[config.mk]
export PLATFORM = sky130hd
export DESIGN_NAME = rsb_rx_signaling_buffer
export DESIGN_NICKNAME = d
export VERILOG_FILES = /design/src/logic/rsb_pkg.sv /design/src/logic/rsb_chan_store.sv /design/src/logic/rsb_rx_signaling_buffer.sv
export VERILOG_INCLUDE_DIRS = /design/src /design/src/logic
export SDC_FILE = /design/constraint.sdc
export NUM_CORES = 1
export LEC_CHECK = 0
export ABC_AREA = 0
export BUFFER_PORTS_ARGS = -buffer_cell sky130_fd_sc_hd__buf_2
export CAP_MARGIN = 5
export CORE_UTILIZATION = 51
export CTS_CLUSTER_SIZE = 8
export DETAILED_ROUTE_END_ITERATION = 6
export PLACE_DENSITY_LB_ADDON = 0.05
export SYNTH_ARGS = -nofsm -noshare
export SYNTH_HDL_FRONTEND = slang
export SYNTH_HIERARCHICAL = 1
export SYNTH_SLANG_ARGS = --single-unit
[constraint.sdc]
create_clock -name ref_clk_i -period 4.3 [get_ports ref_clk_i]
set_input_delay 1.075 -clock ref_clk_i [delete_from_list [all_inputs] [get_ports ref_clk_i]]
set_output_delay 1.075 -clock ref_clk_i [all_outputs]
set_load 0.03 [all_outputs]
[src/logic/rsb_consts.svh]
/*
 * Register indices, field positions, reset values and timing counts
 * of the receive signaling buffer.
 * Assumes a 125 MHz clock; included by bare name.
 */
`ifndef RSB_CONSTS_SVH
`define RSB_CONSTS_SVH

// word indices; byte address is four times the index
`define RSB_IDX_CFG 10'h040
`define RSB_IDX_STAT 10'h041
`define RSB_IDX_ADDR 10'h042
`define RSB_IDX_DATA 10'h043
`define RSB_IDX_ISTS 10'h048
`define RSB_IDX_IEN 10'h049
`define RSB_IDX_ICLR 10'h04a

`define RSB_CFG_VIEW 6
`define RSB_CFG_SIGNAL_CHANGE_IRQ_EN 5
`define RSB_CFG_ESF 2
`define RSB_CFG_PER_CHANNEL_ENABLE 0
`define RSB_BUSY_BIT 7
`define RSB_RNW_BIT 7
`define RSB_CFG_MASK 8'h65
`define RSB_CFG_RST 8'h00
`define RSB_ADDR_RST 8'h00
`define RSB_DATA_RST 8'h00

// indirect space
`define RSB_LIVE_LO 7'h01
`define RSB_LIVE_HI 7'h18
`define RSB_LAG_LO 7'h21
`define RSB_LAG_HI 7'h38
`define RSB_DEB_LO 7'h41
`define RSB_DEB_HI 7'h58
`define RSB_NCHAN 24

// timing
`define RSB_CLK_NS 8
`define RSB_BUSY_NS 650
`define RSB_RDATA_NS 640
`define RSB_LAG_NS 2000000
`define RSB_BUSY_CYC ((`RSB_BUSY_NS + `RSB_CLK_NS - 1) / `RSB_CLK_NS)
`define RSB_RDATA_CYC (`RSB_RDATA_NS / `RSB_CLK_NS)
`define RSB_LAG_CYC (`RSB_LAG_NS / `RSB_CLK_NS)

`endif

[src/logic/rsb_pkg.sv]
/*
 * Types shared by the receive signaling buffer modules.
 * Assumes nothing of its surroundings.
 */
package rsb_pkg;
    typedef logic [3:0] rsb_abcd_type;
    typedef logic [4:0] rsb_chan_type;
    typedef logic [23:0] rsb_flags_type;
    typedef enum logic {ind_idle, ind_run} rsb_ind_state_type;
endpackage : rsb_pkg

[src/logic/rsb_chan_store.sv]
/*
 * Per-channel signaling store: live and lagged banks, debounce
 * settings and change flags for 24 channels.
 * Assumes sig_chan_i below 24 when sig_valid_i is high.
 */
`timescale 1ns/100ps
`include "rsb_consts.svh"

module rsb_chan_store (
    input wire logic ref_clk_i,
    input wire logic reset_n_i,
    input wire logic sig_valid_i,
    input wire rsb_pkg::rsb_chan_type sig_chan_i,
    input wire rsb_pkg::rsb_abcd_type sig_abcd_i,
    input wire logic esf_i,
    input wire logic per_channel_enable_i,
    input wire logic lag_tick_i,
    input wire logic cfg_we_i,
    input wire rsb_pkg::rsb_chan_type cfg_chan_i,
    input wire logic cfg_deb_i,
    input wire logic clr_en_i,
    input wire rsb_pkg::rsb_flags_type clr_mask_i,
    input wire rsb_pkg::rsb_chan_type rd_chan_i,
    output rsb_pkg::rsb_flags_type flags_o,
    output logic change_o,
    output rsb_pkg::rsb_abcd_type rd_live_o,
    output rsb_pkg::rsb_abcd_type rd_lag_o,
    output logic rd_deb_o
);
    import rsb_pkg::*;

    rsb_abcd_type code;
    rsb_abcd_type live [`RSB_NCHAN];
    rsb_abcd_type lag [`RSB_NCHAN];
    rsb_abcd_type prev [`RSB_NCHAN];
    logic [`RSB_NCHAN-1:0] deb;
    rsb_flags_type set;

    // superframe carries only A and B; C and D mirror them
    assign code = esf_i ? sig_abcd_i : {sig_abcd_i[3:2], sig_abcd_i[3:2]};

    genvar ch;
    generate
        for (ch = 0; ch < `RSB_NCHAN; ch++) begin : g_ch
            logic hit;
            logic steady;
            assign hit = sig_valid_i && (sig_chan_i == 5'(ch));
            assign steady = !(per_channel_enable_i && deb[ch]) || (code == prev[ch]);
            assign set[ch] = hit && steady && (code != live[ch]);
            always_ff @(posedge ref_clk_i or negedge reset_n_i) begin
                if (!reset_n_i) begin
                    prev[ch] <= 4'h0;
                    live[ch] <= 4'h0;
                    lag[ch] <= 4'h0;
                    deb[ch] <= 1'b0;
                    flags_o[ch] <= 1'b0;
                end else begin
                    if (hit) begin
                        prev[ch] <= code;
                    end
                    if (set[ch]) begin
                        live[ch] <= code;
                    end
                    // lagged bank trails by at most one tick period
                    if (lag_tick_i) begin
                        lag[ch] <= live[ch];
                    end
                    if (cfg_we_i && cfg_chan_i == 5'(ch)) begin
                        deb[ch] <= cfg_deb_i;
                    end
                    // a new change wins over a read clear
                    if (set[ch]) begin
                        flags_o[ch] <= 1'b1;
                    end else if (clr_en_i && clr_mask_i[ch]) begin
                        flags_o[ch] <= 1'b0;
                    end
                end
            end
        end
    endgenerate

    assign change_o = |set;
    assign rd_live_o = live[rd_chan_i];
    assign rd_lag_o = lag[rd_chan_i];
    assign rd_deb_o = deb[rd_chan_i];
endmodule : rsb_chan_store

[src/logic/rsb_rx_signaling_buffer.sv]
/*
 * Receive signaling buffer register bank: Avalon-MM slave, view
 * select, busy-guarded indirect access, change flags and interrupt.
 * Assumes an Avalon-MM master on ref_clk_i and a framer that posts
 * one channel's received signaling per sig_valid_i pulse.
 */
// Chosen here: the Avalon-MM slave port.
`timescale 1ns/100ps
`include "rsb_consts.svh"

module rsb_rx_signaling_buffer #(
    parameter int unsigned LAG_CYCLES = `RSB_LAG_CYC
) (
    input wire logic ref_clk_i,
    input wire logic reset_n_i,
    input wire logic [11:0] avs_address_i,
    input wire logic avs_read_i,
    input wire logic avs_write_i,
    input wire logic [31:0] avs_writedata_i,
    input wire logic [3:0] avs_byteenable_i,
    output logic [31:0] avs_readdata_o,
    output logic avs_waitrequest_o,
    input wire logic sig_valid_i,
    input wire rsb_pkg::rsb_chan_type sig_chan_i,
    input wire rsb_pkg::rsb_abcd_type sig_abcd_i,
    output logic irq_o
);
    import rsb_pkg::*;

    // ------------------------------------------------------------
    // declarations
    // ------------------------------------------------------------
    logic [7:0] cfg;
    logic [7:0] addr_ctrl;
    logic [7:0] data_buf;
    logic [1:0] irq_sts;
    logic [1:0] irq_en;
    logic rd_pend;
    logic [7:0] rd_byte;
    rsb_flags_type clr_mask;
    logic clr_en;
    rsb_ind_state_type state;
    logic [6:0] cnt;
    logic busy;
    logic [31:0] lag_cnt;
    logic lag_tick;
    logic [9:0] idx;
    logic wr_ok;
    logic view;
    logic ind_start;
    logic ind_done;
    logic [6:0] ind_addr;
    logic in_live;
    logic in_lag;
    logic in_deb;
    rsb_chan_type ind_chan;
    logic [7:0] ind_rdata;
    logic cfg_we;
    rsb_flags_type flags;
    logic change;
    rsb_abcd_type rd_live;
    rsb_abcd_type rd_lag;
    logic rd_deb;
    logic [7:0] next_rd_byte;
    rsb_flags_type next_clr_mask;

    // ------------------------------------------------------------
    // bus decode
    // ------------------------------------------------------------
    assign idx = avs_address_i[11:2];
    // the bank data sits in byte lane 0 only
    assign wr_ok = avs_write_i && avs_byteenable_i[0];
    assign view = cfg[`RSB_CFG_VIEW];
    assign busy = (state == ind_run);
    // reads wait one cycle so the read data come from a flop
    assign avs_waitrequest_o = avs_read_i && !rd_pend;

    // ------------------------------------------------------------
    // configuration register
    // ------------------------------------------------------------
    always_ff @(posedge ref_clk_i or negedge reset_n_i) begin
        if (!reset_n_i) begin
            cfg <= `RSB_CFG_RST;
        end else if (wr_ok && idx == `RSB_IDX_CFG) begin
            if (view) begin
                // in flag view only the view bit is writable
                cfg[`RSB_CFG_VIEW] <= avs_writedata_i[`RSB_CFG_VIEW];
            end else begin
                cfg <= avs_writedata_i[7:0] & `RSB_CFG_MASK;
            end
        end
    end

    // ------------------------------------------------------------
    // indirect access engine
    // ------------------------------------------------------------
    // a launch while busy is dropped, the running access is unharmed
    assign ind_start = wr_ok && !view && !busy && idx == `RSB_IDX_ADDR;
    assign ind_done = busy && cnt == 7'(`RSB_BUSY_CYC - 1);
    assign ind_addr = addr_ctrl[6:0];
    assign in_live = ind_addr >= `RSB_LIVE_LO && ind_addr <= `RSB_LIVE_HI;
    assign in_lag = ind_addr >= `RSB_LAG_LO && ind_addr <= `RSB_LAG_HI;
    assign in_deb = ind_addr >= `RSB_DEB_LO && ind_addr <= `RSB_DEB_HI;

    always_comb begin
        ind_chan = 5'h00;
        if (in_live) begin
            ind_chan = 5'(ind_addr - `RSB_LIVE_LO);
        end else if (in_lag) begin
            ind_chan = 5'(ind_addr - `RSB_LAG_LO);
        end else if (in_deb) begin
            ind_chan = 5'(ind_addr - `RSB_DEB_LO);
        end
    end

    always_comb begin
        ind_rdata = 8'h00;
        if (in_live) begin
            ind_rdata = {4'h0, rd_live};
        end else if (in_lag) begin
            ind_rdata = {4'h0, rd_lag};
        end else if (in_deb) begin
            ind_rdata = {7'h00, rd_deb};
        end
    end

    // only the debounce entries take indirect writes; banks are read-only
    assign cfg_we = ind_done && !addr_ctrl[`RSB_RNW_BIT] && in_deb;

    always_ff @(posedge ref_clk_i or negedge reset_n_i) begin
        if (!reset_n_i) begin
            state <= ind_idle;
            cnt <= 7'h00;
        end else begin
            case (state)
                ind_idle: begin
                    if (ind_start) begin
                        state <= ind_run;
                        cnt <= 7'h00;
                    end
                end
                ind_run: begin
                    if (ind_done) begin
                        state <= ind_idle;
                    end
                    cnt <= cnt + 7'h01;
                end
                default: begin
                    state <= ind_idle;
                end
            endcase
        end
    end

    always_ff @(posedge ref_clk_i or negedge reset_n_i) begin
        if (!reset_n_i) begin
            addr_ctrl <= `RSB_ADDR_RST;
        end else if (ind_start) begin
            addr_ctrl <= avs_writedata_i[7:0];
        end
    end

    always_ff @(posedge ref_clk_i or negedge reset_n_i) begin
        if (!reset_n_i) begin
            data_buf <= `RSB_DATA_RST;
        end else if (busy && addr_ctrl[`RSB_RNW_BIT]
                && cnt == 7'(`RSB_RDATA_CYC - 1)) begin
            data_buf <= ind_rdata;
        end else if (wr_ok && !view && !busy && idx == `RSB_IDX_DATA) begin
            data_buf <= avs_writedata_i[7:0];
        end
    end

    // ------------------------------------------------------------
    // lag tick for the second bank
    // ------------------------------------------------------------
    always_ff @(posedge ref_clk_i or negedge reset_n_i) begin
        if (!reset_n_i) begin
            lag_cnt <= 32'h0;
        end else if (lag_cnt >= LAG_CYCLES - 1) begin
            lag_cnt <= 32'h0;
        end else begin
            lag_cnt <= lag_cnt + 32'h1;
        end
    end
    assign lag_tick = (lag_cnt >= LAG_CYCLES - 1);

    // ------------------------------------------------------------
    // channel store
    // ------------------------------------------------------------
    rsb_chan_store u_store (
        .ref_clk_i(ref_clk_i),
        .reset_n_i(reset_n_i),
        .sig_valid_i(sig_valid_i),
        .sig_chan_i(sig_chan_i),
        .sig_abcd_i(sig_abcd_i),
        .esf_i(cfg[`RSB_CFG_ESF]),
        .per_channel_enable_i(cfg[`RSB_CFG_PER_CHANNEL_ENABLE]),
        .lag_tick_i(lag_tick),
        .cfg_we_i(cfg_we),
        .cfg_chan_i(ind_chan),
        .cfg_deb_i(data_buf[0]),
        .clr_en_i(clr_en),
        .clr_mask_i(clr_mask),
        .rd_chan_i(ind_chan),
        .flags_o(flags),
        .change_o(change),
        .rd_live_o(rd_live),
        .rd_lag_o(rd_lag),
        .rd_deb_o(rd_deb)
    );

    // ------------------------------------------------------------
    // read path
    // ------------------------------------------------------------
    always_comb begin
        next_rd_byte = 8'h00;
        next_clr_mask = 24'h0;
        case (idx)
            `RSB_IDX_CFG: begin
                next_rd_byte = view ? (cfg & 8'h40) : cfg;
            end
            `RSB_IDX_STAT: begin
                if (view) begin
                    next_rd_byte = flags[23:16];
                    next_clr_mask = {flags[23:16], 16'h0};
                end else begin
                    next_rd_byte = {busy, 7'h00};
                end
            end
            `RSB_IDX_ADDR: begin
                if (view) begin
                    next_rd_byte = flags[15:8];
                    next_clr_mask = {8'h0, flags[15:8], 8'h0};
                end else begin
                    next_rd_byte = addr_ctrl;
                end
            end
            `RSB_IDX_DATA: begin
                if (view) begin
                    next_rd_byte = flags[7:0];
                    next_clr_mask = {16'h0, flags[7:0]};
                end else begin
                    next_rd_byte = data_buf;
                end
            end
            `RSB_IDX_ISTS: begin
                next_rd_byte = {6'h00, irq_sts};
            end
            `RSB_IDX_IEN: begin
                next_rd_byte = {6'h00, irq_en};
            end
            default: begin
                next_rd_byte = 8'h00;
            end
        endcase
    end

    // capture on the waiting cycle, answer on the next
    always_ff @(posedge ref_clk_i or negedge reset_n_i) begin
        if (!reset_n_i) begin
            rd_pend <= 1'b0;
            rd_byte <= 8'h00;
            clr_mask <= 24'h0;
        end else if (avs_read_i && !rd_pend) begin
            rd_pend <= 1'b1;
            rd_byte <= next_rd_byte;
            clr_mask <= next_clr_mask;
        end else begin
            rd_pend <= 1'b0;
        end
    end
    assign avs_readdata_o = {24'h0, rd_byte};
    // only bits the master actually saw are cleared
    assign clr_en = avs_read_i && rd_pend;

    // ------------------------------------------------------------
    // interrupt
    // ------------------------------------------------------------
    always_ff @(posedge ref_clk_i or negedge reset_n_i) begin
        if (!reset_n_i) begin
            irq_en <= 2'h0;
        end else if (wr_ok && idx == `RSB_IDX_IEN) begin
            irq_en <= avs_writedata_i[1:0];
        end
    end

    // events win over a clear in the same cycle
    always_ff @(posedge ref_clk_i or negedge reset_n_i) begin
        if (!reset_n_i) begin
            irq_sts <= 2'h0;
        end else begin
            irq_sts[0] <= change || (irq_sts[0]
                && !(wr_ok && idx == `RSB_IDX_ICLR && avs_writedata_i[0]));
            irq_sts[1] <= ind_done || (irq_sts[1]
                && !(wr_ok && idx == `RSB_IDX_ICLR && avs_writedata_i[1]));
        end
    end

    always_ff @(posedge ref_clk_i or negedge reset_n_i) begin
        if (!reset_n_i) begin
            irq_o <= 1'b0;
        end else begin
            irq_o <= (|(irq_sts & irq_en))
                || (cfg[`RSB_CFG_SIGNAL_CHANGE_IRQ_EN] && (|flags));
        end
    end
endmodule : rsb_rx_signaling_buffer

==> results.md <==
* Final Util at 0.583
* First-pass GRT wire length at 87.5 mm
* Initial antenna violation count at 0
* Via count at 14500
* Status: finished clean
* Hold path depth at 2
* WL/cell at approximately 23 um
* Residual DRC at 0
* Kind of end point of the critical path: register
* Overall die width at 210 um
* Synthesized instance count at 1828
* Area delta synth->final at 11.8%
* DIE AREA at 0.0440 sq mm
* Final Setup Violations at 0
* Top post-synthesis cells by count: dfrtp_1 (434), mux2_2 (216), xnor2_1 (168)
* Yosys top cell area share at 0.493
* Max-cap violation count at 0
* CTS H-tree lvls at 2
* Final Hold Fails at 0
* Worst hold path class: register to register
* Clk root buf: clkbuf_16
* Most used DFF post-synth: dfrtp_1
* Total gr overflow at 0
* Largest net degree at the start of global routing at 97
* Final slew viol count at 0
* Clock Skews at approximately 14 ps
* Post-synth EDFFs at 0
* Total GRT Usage at 0.261
* # nets final at about 2000
* Worst-path fanout max at 18
* Post_cts resized at 0
* CTS tree: yes
* Worst-path clk slew at roughly 50 ps
* CP Class: register to register
* Area of the multi-input gates at 0.0105 sq mm
* Leak at 10.5 nW
* Fillers at 3519
* ANT cells at 0
* Synth warn at 6
* VDD IR max at approximately 290 uV
* # hold bufs at CTS at 0
* Die Y at 210 um
* Worst-Margin Slew at 1130 ps
* Slew HR at 0.246
* # IOs at 96
* Critical Path Source Type: register
* Starting Density at 0.521
* RSZ-0062 raised after global routing: no
* Reg2Reg Depth at 15
* Seq cells post-synth at 434
* Drt total wl at ~56 mm
* Worst path required time at 4780 ps
* Period minus WS final at 3950 ps
* Area leader, netlist: dfrtp_1
* First-pass iteration count of the detailed router at 5
* Vias in the first global route at 14500
* Data arrival, critical path at 4430 ps
* DP HPWL at ~39 mm
* Maximum clock insertion buffer count at 3
* Mapped cell area at 0.0220 sq mm
* DR vias/cell at 5.95
* Setup tns final at 0 ps
* Placed cell count at approximately 2400
* Initial drt markers at 1041
* Cell row count at 75
* Top post-synthesis cells by area: dfrtp_1 (49%), mux2_2 (11%), mux4_2 (6.9%)
* Avg Cell Area, Syn at 12.0 sq um
* Post CTS Setup Buffer Count at 0
* Routability cong. at 0.837
* Pwr/cell area at 453 mW/mm^2
* Worst-Skew Late Latency at 610 ps
* Count of input and output buffers at 42
* Core Footprint at 0.0422 sq mm
* Share of cells above drive strength 1 at 0.268
* TritonCTS Buffers at 60
* Tcrit/Tclk final at 0.918
* Final cell count without fillers at 2444
* Distinct cells, synth at 81
* Register area at 0.0109 sq mm
* Post-DRT Antenna Nets at 0
* Post-synthesis sequential area ratio at 0.493
* Post-synthesis async set-or-reset flop share at 1.00
* Most common cell in the netlist: dfrtp_1
* Clock Sink Count at 434
* Max Clock Freq at 253 MHz
## stage by stage
stage | total power [mW] | hold slack (ps) | worst slack, ps | cell area [sq um]
final | 11.1 | 472 | 354 | 24600
after global routing | 11.7 | 494 | 84.9 | 24600
after CTS | 11.3 | 477 | 304 | 24600
after detailed placement | 7.11 | 466 | 117 | 23100
after global placement | 7.04 | 458 | 89.1 | 23100
after floorplan | 6.52 | 449 | 699 | 22200
## area by class of cell
cell class                 instances  share of cell area
multi-input combinational       1274               0.428
timing repair buffer             114              0.0372
tap                              539              0.0274
inverter                          19             0.00290
clock inverter                     3             0.00107
sequential                       434               0.441
clock buffer                      61              0.0620
## state kept, by name (all words and copies together) (netlist names), 4 cells and up
register / flops
cfg: 4
u_store/deb: 24
u_store/live: 96
u_store/flags_o: 24
rd_byte: 8
clr_mask: 24
u_store/lag: 96
addr_ctrl: 8
lag_cnt: 32
data_buf: 8
u_store/prev: 96
cnt: 7
## power breakdown
part	leakage [nW]	switching (mW)	internal, mW
clock network	0.765	1.64	2.46
registers	5.49	0.577	4.73
logic	4.24	0.780	0.955
## placed cells by master (no fill, tap or decap), types with 39 or more instances in the layout
cell / n
clkbuf_16: 61
dfrtp_1: 434
buf_2: 39
nand2_1: 149
mux4_2: 67
xnor2_1: 168
o21ai_0: 57
nor2_1: 92
mux2_2: 216
a21oi_1: 69
buf_4: 62
## per-layer routing
layer,vias to the layer above,wire length [um],global-route usage
li1,6645,-,-
met1,7455,25900,0.382
met2,342,25700,0.402
met3,98,2560,0.0407
met4,0,1540,0.0821
met5,-,0,0
## worst max-delay path, cell delays in order, from the launching register on
cell	delay, ps
dfrtp_1	450
inv_1	120
ha_1	140
nor2b_1	120
o22ai_1	180
a21o_1	310
nor2_4	460
buf_12	260
mux4_2	560
mux4_2	540
inv_1	80
o22ai_1	70
mux2i_1	150
o21a_1	170
o21bai_1	70
o211a_1	140
## final timing paths
kind,from,endpoint,slack (ps)
min in group asynchronous,reset_n_i,cnt[6],500
worst min register to register,rd_byte[6],rd_byte[6],470
worst max register to register,addr_ctrl[0],data_buf[0],350
max in group asynchronous,reset_n_i,u_store/prev[17],2760
worst max-delay path,addr_ctrl[0],data_buf[0],350
worst min-delay path,rd_byte[6],rd_byte[6],470
## kinds of logic (layout without fill, tap and decap cells)
group / count (synthesis) / after routing / share of synthesized area
compound gates: 268 / 268 / 0.0849
other cells: 1 / 38 / 0.000170
flops: 434 / 434 / 0.493
xor+xnor: 208 / 208 / 0.0834
fa+ha+maj: 6 / 6 / 0.00341
mux: 319 / 319 / 0.197
buf+inv: 157 / 197 / 0.0372
simple gates: 435 / 435 / 0.100
Note: power is estimated with default switching activity, not from simulation.
